File: config.mk
export PLATFORM = sky130hd
export DESIGN_NAME = opks_sequencer
export DESIGN_NICKNAME = d
export VERILOG_FILES = /design/src/opks_pkg.sv /design/src/opks_sequencer.sv
export VERILOG_INCLUDE_DIRS = /design/src
export SDC_FILE = /design/constraint.sdc
export NUM_CORES = 1
export LEC_CHECK = 0
export ABC_AREA = 1
export ABC_CLOCK_PERIOD_IN_PS = 1060
export BUFFER_PORTS_ARGS = -buffer_cell sky130_fd_sc_hd__buf_2
export CAP_MARGIN = 20
export CORE_ASPECT_RATIO = 1.4
export CORE_MARGIN = 2
export CORE_UTILIZATION = 35
export CTS_CLUSTER_SIZE = 12
export DETAILED_ROUTE_END_ITERATION = 8
export GPL_TIMING_DRIVEN = 0
export HOLD_SLACK_MARGIN = 0.08
export PLACE_DENSITY_LB_ADDON = 0.15
export SLEW_MARGIN = 40
export SYNTH_ARGS = -nofsm -noshare
export SYNTH_HDL_FRONTEND = slang
export SYNTH_SLANG_ARGS = --single-unit
File: constraint.sdc
create_clock -name core_clk -period 1.06 [get_ports core_clk]
set_input_delay 0.212 -clock core_clk [delete_from_list [all_inputs] [get_ports core_clk]]
set_output_delay 0.212 -clock core_clk [all_outputs]
set_load 0.03 [all_outputs]
File: src/opks_defines.svh
// register indices, field positions, reset values and key defaults for the program key sequencer
`ifndef OPKS_DEFINES_SVH
`define OPKS_DEFINES_SVH

// ============================================================
// register indices (byte address is four times the index)
`define OPKS_IDX_STAGE_A      10'h150
`define OPKS_IDX_STAGE_B      10'h151
`define OPKS_IDX_STAGE_C      10'h152
`define OPKS_IDX_STAGE_D      10'h153
`define OPKS_IDX_CONFIRM_ONE  10'h15c
`define OPKS_IDX_PROG_CTRL    10'h15d
`define OPKS_IDX_STATUS       10'h15e

// ============================================================
// field positions
`define OPKS_CTRL_GO_BIT      0
`define OPKS_STAT_STAGE_LSB   0
`define OPKS_STAT_STAGE_MSB   2
`define OPKS_STAT_UNLOCKED    3
`define OPKS_STAT_FIRST_DONE  4
`define OPKS_STAT_BUSY        5
`define OPKS_STAT_STARTED     6

// ============================================================
// reset values and arbitrary key defaults
`define OPKS_KEY_RESET        8'h00
`define OPKS_READ_ZERO        32'h0000_0000
`define OPKS_DEF_KEY_ONE      8'h5a
`define OPKS_DEF_KEY_A        8'h11
`define OPKS_DEF_KEY_B        8'h22
`define OPKS_DEF_KEY_C        8'h33
`define OPKS_DEF_KEY_D        8'h44

`endif

File: src/opks_pkg.sv
// types shared by the program key sequencer
package opks_pkg;

  // ============================================================
  // sequence states
  typedef enum logic [2:0] {
    OPKS_IDLE     = 3'b000,
    OPKS_GOT_A    = 3'b001,
    OPKS_GOT_B    = 3'b010,
    OPKS_GOT_C    = 3'b011,
    OPKS_UNLOCKED = 3'b100
  } opks_state_t;

endpackage : opks_pkg

File: src/opks_sequencer.sv
// apb slave guarding one-time memory programming behind an ordered key sequence
//
// Added by the designer: the APB slave port.
`timescale 1ns/10ps
`default_nettype none
`include "opks_defines.svh"

// Functional notes
// - Key stages A, B and C sit at indices 0x150, 0x151 and 0x152, each one writable byte.
// - Programming starts only once both the first confirmation and the stage A to D key sequence are complete.
// - Every key register reads back 0x00 regardless of what was written.
// - Once unlocked, the very next accepted register write drops the unlock; a write refused with pslverr keeps it.
// - Key stage D sits at index 0x153 with the same byte layout and zero readback.
module opks_sequencer
  import opks_pkg::*;
#(
  parameter int         ADDR_W    = 12,
  parameter logic [7:0] KEY_ONE   = `OPKS_DEF_KEY_ONE,  // arbitrary value
  parameter logic [7:0] KEY_A     = `OPKS_DEF_KEY_A,    // arbitrary value
  parameter logic [7:0] KEY_B     = `OPKS_DEF_KEY_B,    // arbitrary value
  parameter logic [7:0] KEY_C     = `OPKS_DEF_KEY_C,    // arbitrary value
  parameter logic [7:0] KEY_D     = `OPKS_DEF_KEY_D     // arbitrary value
) (
  // clock and reset
  input  wire logic              core_clk,
  input  wire logic              resetn,
  // apb slave
  input  wire logic              psel,
  input  wire logic              penable,
  input  wire logic              pwrite,
  input  wire logic [ADDR_W-1:0] paddr,
  input  wire logic [31:0]       pwdata,
  input  wire logic [3:0]        pstrb,
  output logic                   pready,
  output logic [31:0]            prdata,
  output logic                   pslverr,
  // programming engine
  input  wire logic              program_busy,
  output logic                   program_start,
  output logic                   program_unlocked
);

  // ============================================================
  // decode
  function automatic logic [9:0] word_index(input logic [ADDR_W-1:0] a);
    word_index = 10'(a[ADDR_W-1:2]);
  endfunction : word_index

  function automatic logic key_match(input logic [7:0] d, input logic [7:0] k);
    key_match = (d == k);
  endfunction : key_match

  wire logic [9:0] idx         = word_index(paddr);
  wire logic       hit_a       = (idx == `OPKS_IDX_STAGE_A);
  wire logic       hit_b       = (idx == `OPKS_IDX_STAGE_B);
  wire logic       hit_c       = (idx == `OPKS_IDX_STAGE_C);
  wire logic       hit_d       = (idx == `OPKS_IDX_STAGE_D);
  wire logic       hit_key     = hit_a | hit_b | hit_c | hit_d;
  wire logic       hit_one     = (idx == `OPKS_IDX_CONFIRM_ONE);
  wire logic       hit_ctrl    = (idx == `OPKS_IDX_PROG_CTRL);
  wire logic       hit_stat    = (idx == `OPKS_IDX_STATUS);
  wire logic       mapped      = hit_key | hit_one | hit_ctrl | hit_stat;
  wire logic       aligned     = (paddr[1:0] == 2'b00);
  // writes must carry the low byte lane; status is read only
  wire logic       wr_ok       = pstrb[0] & ~hit_stat;
  wire logic       bad_access  = ~mapped | ~aligned | (pwrite & ~wr_ok);

  // ============================================================
  // bus phases
  wire logic       setup_ph    = psel & ~penable;
  wire logic       access_done = psel & penable & pready;
  wire logic       wr_commit   = access_done & pwrite & ~pslverr;
  wire logic [7:0] wbyte       = pwdata[7:0];

  // ============================================================
  // state
  opks_state_t state;
  opks_state_t next_state;
  logic        first_done;
  logic        next_first_done;
  logic        go_req;
  logic        fire;

  // go bit of the control register, only honoured when armed and idle engine
  assign go_req = wr_commit & hit_ctrl & wbyte[`OPKS_CTRL_GO_BIT];
  assign fire   = go_req & (state == OPKS_UNLOCKED) & first_done & ~program_busy;

  // ============================================================
  // key sequence
  always_comb begin
    next_state = state;
    if (wr_commit) begin
      case (state)
        OPKS_UNLOCKED: begin
          next_state = OPKS_IDLE;
        end
        OPKS_IDLE: begin
          next_state = (hit_a & key_match(wbyte, KEY_A)) ? OPKS_GOT_A : OPKS_IDLE;
        end
        OPKS_GOT_A: begin
          if (hit_b & key_match(wbyte, KEY_B)) begin
            next_state = OPKS_GOT_B;
          end else begin
            next_state = (hit_a & key_match(wbyte, KEY_A)) ? OPKS_GOT_A : OPKS_IDLE;
          end
        end
        OPKS_GOT_B: begin
          if (hit_c & key_match(wbyte, KEY_C)) begin
            next_state = OPKS_GOT_C;
          end else begin
            next_state = (hit_a & key_match(wbyte, KEY_A)) ? OPKS_GOT_A : OPKS_IDLE;
          end
        end
        OPKS_GOT_C: begin
          if (hit_d & key_match(wbyte, KEY_D)) begin
            next_state = OPKS_UNLOCKED;
          end else begin
            next_state = (hit_a & key_match(wbyte, KEY_A)) ? OPKS_GOT_A : OPKS_IDLE;
          end
        end
        default: begin
          next_state = OPKS_IDLE;
        end
      endcase
    end
  end

  // ============================================================
  // first confirmation
  // a used or refused first confirmation must be given again
  always_comb begin
    next_first_done = first_done;
    if (wr_commit & hit_one) begin
      next_first_done = key_match(wbyte, KEY_ONE);
    end else if (go_req) begin
      next_first_done = 1'b0;
    end
  end

  // ============================================================
  // read mux
  wire logic [31:0] stat_word = {
    25'h0000000,
    fire | program_start,
    program_busy,
    first_done,
    (state == OPKS_UNLOCKED),
    state
  };

  // key and control registers read zero so keys never leak
  wire logic [31:0] read_word = hit_stat ? stat_word : `OPKS_READ_ZERO;

  // ============================================================
  // registers
  always_ff @(posedge core_clk) begin
    if (!resetn) begin
      state      <= OPKS_IDLE;
      first_done <= 1'b0;
    end else begin
      state      <= next_state;
      first_done <= next_first_done;
    end
  end

  // no wait states: pready rises in the access phase after every setup
  always_ff @(posedge core_clk) begin
    if (!resetn) begin
      pready  <= 1'b0;
      pslverr <= 1'b0;
      prdata  <= `OPKS_READ_ZERO;
    end else begin
      pready  <= setup_ph;
      pslverr <= setup_ph & bad_access;
      prdata  <= (setup_ph & ~pwrite & ~bad_access) ? read_word : `OPKS_READ_ZERO;
    end
  end

  always_ff @(posedge core_clk) begin
    if (!resetn) begin
      program_start    <= 1'b0;
      program_unlocked <= 1'b0;
    end else begin
      program_start    <= fire;
      program_unlocked <= (next_state == OPKS_UNLOCKED) & next_first_done;
    end
  end

endmodule : opks_sequencer
`default_nettype wire

# After elaboration in Yosys (flattened, before gate mapping)
# Cells that the tools add are included.
[op_classes] eq_ne=17 reduce_logical=4 bitwise=39 mux=8
[ops] op="== test 10 x 9 -> 1 bit, second input constant" n=7
[ops] op="bitwise AND 1 bit" n=21
[ops] op="== test 8 x 6 -> 1 bit, second input constant" n=2
[ops] op="== test 8 x 7 -> 1 bit, second input constant" n=2
[ops] op="case mux 3 bit (4 select lines)" n=1
[ops] op="NOT 1 bit" n=9
[ops] op="bitwise OR 1 bit" n=9
[ops] op="== test 8 x 5 -> 1 bit, second input constant" n=1
[ops] op="== test 3 x 2 -> 1 bit, second input constant" n=2
[ops] op="== test 3 bit, second input constant" n=2
[ops] op="2-to-1 mux 3 bit" n=2
[ops] op="2-to-1 mux 2 bit" n=2
[ops] op="== test 3 x 1 -> 1 bit, second input constant" n=1
[ops] op="logical NOT 3 bit" n=1
[ops] op="2-to-1 mux 1 bit" n=3
[ops] op="AND reduction 3 bit" n=1
[ops] op="logical NOT 2 bit" n=1
[ops] op="AND reduction 2 bit" n=1
[word_totals] reg_bits=40 elab_cells=76 output_inout_bits=36 in_bits=54

# Logic depth before layout (Yosys ltp)
[logic_depth] depth_word=13 ltp_mapped=11 depth_no_buf=11

# Worst setup path before layout
# OpenSTA, ideal clock, no wires.
[synth_path] path_kind="reg-to-reg" from="register pready" to="register program_unlocked" setup_slack_ps=-258 path_buffers=0 t_arrival_ps=1254 setup_time_ps=64 path_stages_with_launch=11 required_ps=996 period_less_slack_ps=1318 path_cell_list="dfxtp_1 > nand2_1 > inv_2 > nand2_1 > nor2_1 > nand3_1 > nand2_1 > nand2_1 > nor2_1 > nand2_1 > nor2_1"
[synth_between] elab_chain_len=8 word_cells_on_any_way=11 classes_between="eq/ne (1); mux (3); bitwise (7)"
[synth_rtl] element="start, declared" line="opks_sequencer.sv:34" text="output logic pready,"
[synth_rtl] element="start signal, assigned" line="opks_sequencer.sv:173" text="pready <= setup_ph;"
[synth_rtl] element="bitwise AND 1 bit *" line="opks_sequencer.sv:71" text="wire logic access_done = psel & penable & pready;"
[synth_rtl] element="bitwise AND 1 bit * (2 in a row)" line="opks_sequencer.sv:72" text="wire logic wr_commit = access_done & pwrite & ~pslverr;"
[synth_rtl] element="bitwise AND 1 bit (2 in a row)" line="opks_sequencer.sv:85" text="assign go_req = wr_commit & hit_ctrl & wbyte[`OPKS_CTRL_GO_BIT];"
[synth_rtl] element="2-to-1 mux 1 bit" line="opks_sequencer.sv:135" text="end else if (go_req) begin"
[synth_rtl] element="2-to-1 mux 1 bit" line="opks_sequencer.sv:133" text="if (wr_commit & hit_one) begin"
[synth_rtl] element="bitwise AND 1 bit *" line="opks_sequencer.sv:185" text="program_unlocked <= (next_state == OPKS_UNLOCKED) & next_first_done;"
[synth_rtl] element="end signal, assigned" line="opks_sequencer.sv:185"
[synth_rtl] element="end, declared" line="opks_sequencer.sv:40" text="output logic program_unlocked"
# Every way passes the cells marked *; elsewhere a longest branch is shown, timed or not.
# A chain may end at the register's enable or synchronous reset.

# Worst setup path after layout
# Same ends and word-level chain as after synthesis.

==> impl_summary.md <==
Floorplanning
The die covers 3563 µm². The area of the core region is 2907 µm². The initial utilization of the core area, before any placement, comes to 0.3728. The overall die width is 51.03 µm. In this run the core area contains 23 standard-cell rows. For this design the top-level I/O count stands at 90. The y dimension of the die is 69.84 µm.

Logic synthesis
Synthesis produced a netlist whose cell count is 177. The synthesized design contains 15 register bits. The share of synthesized area occupied by flip-flops and latches is 0.2771. After synthesis, the cell types taking the most area are dfxtp_1 (28%), buf_4 (17%), nand2_1 (11%), nor2_1 (11%), inv_1 (10%). The cell area after synthesis is 1084 µm². Of the total synthesized cell area, the portion taken by AND, OR, NAND and NOR gates is 0.3915.

The average size of a mapped cell is 6.122 µm². The post-synthesis xor/xnor area fraction is 0. The area fraction in compound gates after synthesis is 0.03002. The multiplexer share of the synthesized area is 0. The number of different library cells used by synthesis comes to 18. Of the total synthesized cell area, the portion taken by full adders, half adders and majority gates is 0.

The warning count from the yosys run is 0. The proportion of netlist area held by the largest area contributor is 0.2771. The combinational family with the most area after synthesis is simple AND/OR/NAND/NOR gates. Summed over all instances, the cell type with the most area after synthesis is dfxtp_1.

Cells and area
In the layout the commonest cells are buf_2 (36), buf_4 (31), nand2_1 (28). In the final layout, the share of cells above drive strength 1 is 0.4718. In the final layout, the multi-input gates occupy 660.6 µm².

Once layout is complete, the utilization of the core stands at 0.5596. The area growth from synthesis to final layout is 50.12%. Leaving out fill and tap cells, the most frequent cell in the layout is buf_2. The count of nets after finishing is 303.

The repair_antennas step left the layout with diodes totalling 0. In the final layout, flip-flops and latches occupy 311.5 µm². The number of filler instances in the final layout is 301.

CTS
In this run the number of H-tree levels came out at 1. In this run the deepest clock path goes through 2 buffers. The clock sink total is 15. After clock tree synthesis, the clock-pin slew on the worst setup and hold paths is roughly 0.060 ns. The number of buffers inserted by hold repair at cts is 0. The root buffer cell chosen for the clock tree is clkbuf_8. At the later pin of the worst-skew pair, clock insertion delay measures 0.25 ns.

The number of buffers inserted during clock tree synthesis is 3. The CTS tree is built.

Global route
The via count of the first global-routing pass was 1018. The initial antenna violation count came to 0. The layer flagged by global routing as most heavily used is met2. Across every metal layer, demand over resource in global routing totals 0.1391. For this run, global-route usage on met2 was measured as 0.2597.

For this run the aggregate overflow at the end of global routing stands at 0. Entering global routing, the biggest net connects 9 pins. The global-route wire length before repair is 3.822 mm. The global-route met3 utilization is 0.02155. The global-route met1 utilization is 0.1334.

STA
The final setup violation count is 4. The share of the clock period used by the worst path after layout is 1.067. The highest attainable clock frequency is 0.8844 GHz. The final critical path time including I/O delays and setup is 1.131 ns.

The count of final max-slew check failures is 0. Hold is met by between 0.1 and 0.15 ns. The number of failing hold endpoints at the final stage was 0.

In the post-route analysis, the smallest setup slack over all paths is -0.07070 ns. Setup repair after global routing could not meet its margin everywhere. The worst clock skew is 0.002538 ns.

Setup path
The element type at the critical path start is a flop. The required time at the endpoint of the critical path is roughly 1.3 ns. STA classifies the critical path endpoint as a flop.

The maximum fanout encountered on the critical timing path is 3. By startpoint and endpoint, the worst setup path is classified as flop to flop. At the worst endpoint, the arrival time is 1.32 ns.

Placement
The congestion estimate from routability-driven global placement came to between 0.8 and 0.9. The wire-length estimate of the detail-placed layout is 1.926 mm. In this run the tool buffered the top-level ports with 37 buffer cells.

The worst slack at placement is -0.2892 ns.

Run
Across the run, the number of max-cap violations was 0.

Pwr
The proportion of power drawn by flip-flops and latches is 0.409. The share of total power consumed by net switching is 0.3068. The share of total power dissipated in the clock network is 0.332.

The internal power summed over all cells is 0.9627 mW. The switching power is ~0.43 mW. The power density of the placed cells is 853.8 nW/µm².

The relative contribution of combinational cells to total power is 0.259. The worst-case IR drop observed on VDD is 559.9 µV. The static power due to leakage is 0.9038 nW.

Drt
For this run, design rule violations remaining after detail routing come to 0. The routed wire length per instance is 8.077 µm. The post-detailed-routing wire length is 2.302 mm. The pre-antenna-repair detailed-routing pass consisted of 3 iterations. Using the TritonRoute via totals, the vias-per-cell ratio works out to around 3.9. The iteration-0 DRC count of the detailed router is 7.

The detailed router placed 1114 vias in this run. The count of antenna-violating nets left after detailed routing is 0.

Status
The flow ran to the end, but the final reports show violations. The checks that failed: negative setup slack.

Min path
In this run the worst hold path is classified as input pin to flop.
## repair_timing
| item | CTS | global route |
|---|---|---|
| setup buffers | 6 | 0 |
| endpoints found under the setup margin | 10 | 14 |
| resized for setup | 14 | 14 |
| pin swaps | 14 | 11 |
## cells in the mapped netlist, drive strengths merged
cell    instances
dfxtp          15
clkinv          1
nand3          14
a21oi           4
nor3            4
a211oi          1
nand2          37
nor2           35
conb            1
buf            25
inv            35
nand4           5
## path summary, 6_finish.rpt
check	from	endpoint	slack (ns)	depth (start not counted)
max	pready$_SDFF_PN0_	program_unlocked$_SDFF_PN0_	-0.07	10
min	penable	pready$_SDFF_PN0_	0.14	2
max reg2reg	pready$_SDFF_PN0_	program_unlocked$_SDFF_PN0_	-0.07	10
min reg2reg	state[2]$_SDFF_PN0_	prdata[2]$_SDFF_PN0_	0.48	2
## critical path, stage by stage (launching register included)
cell and delay (ns):
dfxtp_4 0.36, nand2_2 0.05, inv_2 0.06, nand2_4 0.06, nor2_4 0.12, nand3_2 0.08, nand2_2 0.07, nand2_2 0.05
nor2_2 0.11, nand2_1 0.05, nor2_1 0.07
## power by group through the flow
stage	registers (mW)	logic, mW	clock network (mW)
finish	0.568	0.359	0.462
global route	0.568	0.389	0.491
CTS	0.568	0.351	0.475
detailed placement	0.580	0.343	0
global placement	0.580	0.342	0
floorplan	0.586	0.257	0
## flip-flops by register name (all words and copies together) (netlist names)
name              flops
program_start         1
first_done            1
pready                1
program_unlocked      1
pslverr               1
state                 3
prdata                7
## area by class of cell
| type | count | area share |
|---|---|---|
| tap | 37 | 0.02846 |
| multi-input combinational | 125 | 0.4062 |
| buffer | 25 | 0.1154 |
| sequential | 15 | 0.1915 |
| timing repair buffer | 43 | 0.1454 |
| clock buffer | 4 | 0.02769 |
| inverter | 36 | 0.08538 |
## routing by layer
layer | part of all wire | wire [µm] | vias up
met5 | 0 | 0 | -
met4 | 0.027 | 62 | 0
met3 | 0.059 | 136 | 5
met2 | 0.53 | 1212 | 34
met1 | 0.39 | 891 | 457
li1 | - | - | 618
## cells by family (layout without fill, tap and decap cells)
| kind of cell | after synthesis | after routing |
|---|---|---|
| compound gates | 5 | 5 |
| simple gates | 95 | 95 |
| other cells | 1 | 25 |
| buf+inv | 61 | 108 |
| flops | 15 | 15 |
## through the flow
step           TNS (ns)  power (mW)  instances  cell area (µm²)
2_1_floorplan   -0.1774      0.8429        201             1214
3_3_place_gp     -2.728      0.9220        275             1445
3_5_place_dp     -2.774      0.9235        275             1445
4_1_cts         -0.1250       1.394        285             1575
5_1_grt          -1.079       1.448        285             1627
6_report        -0.1662       1.389        285             1627
Power figures use the tool's default switching activity.
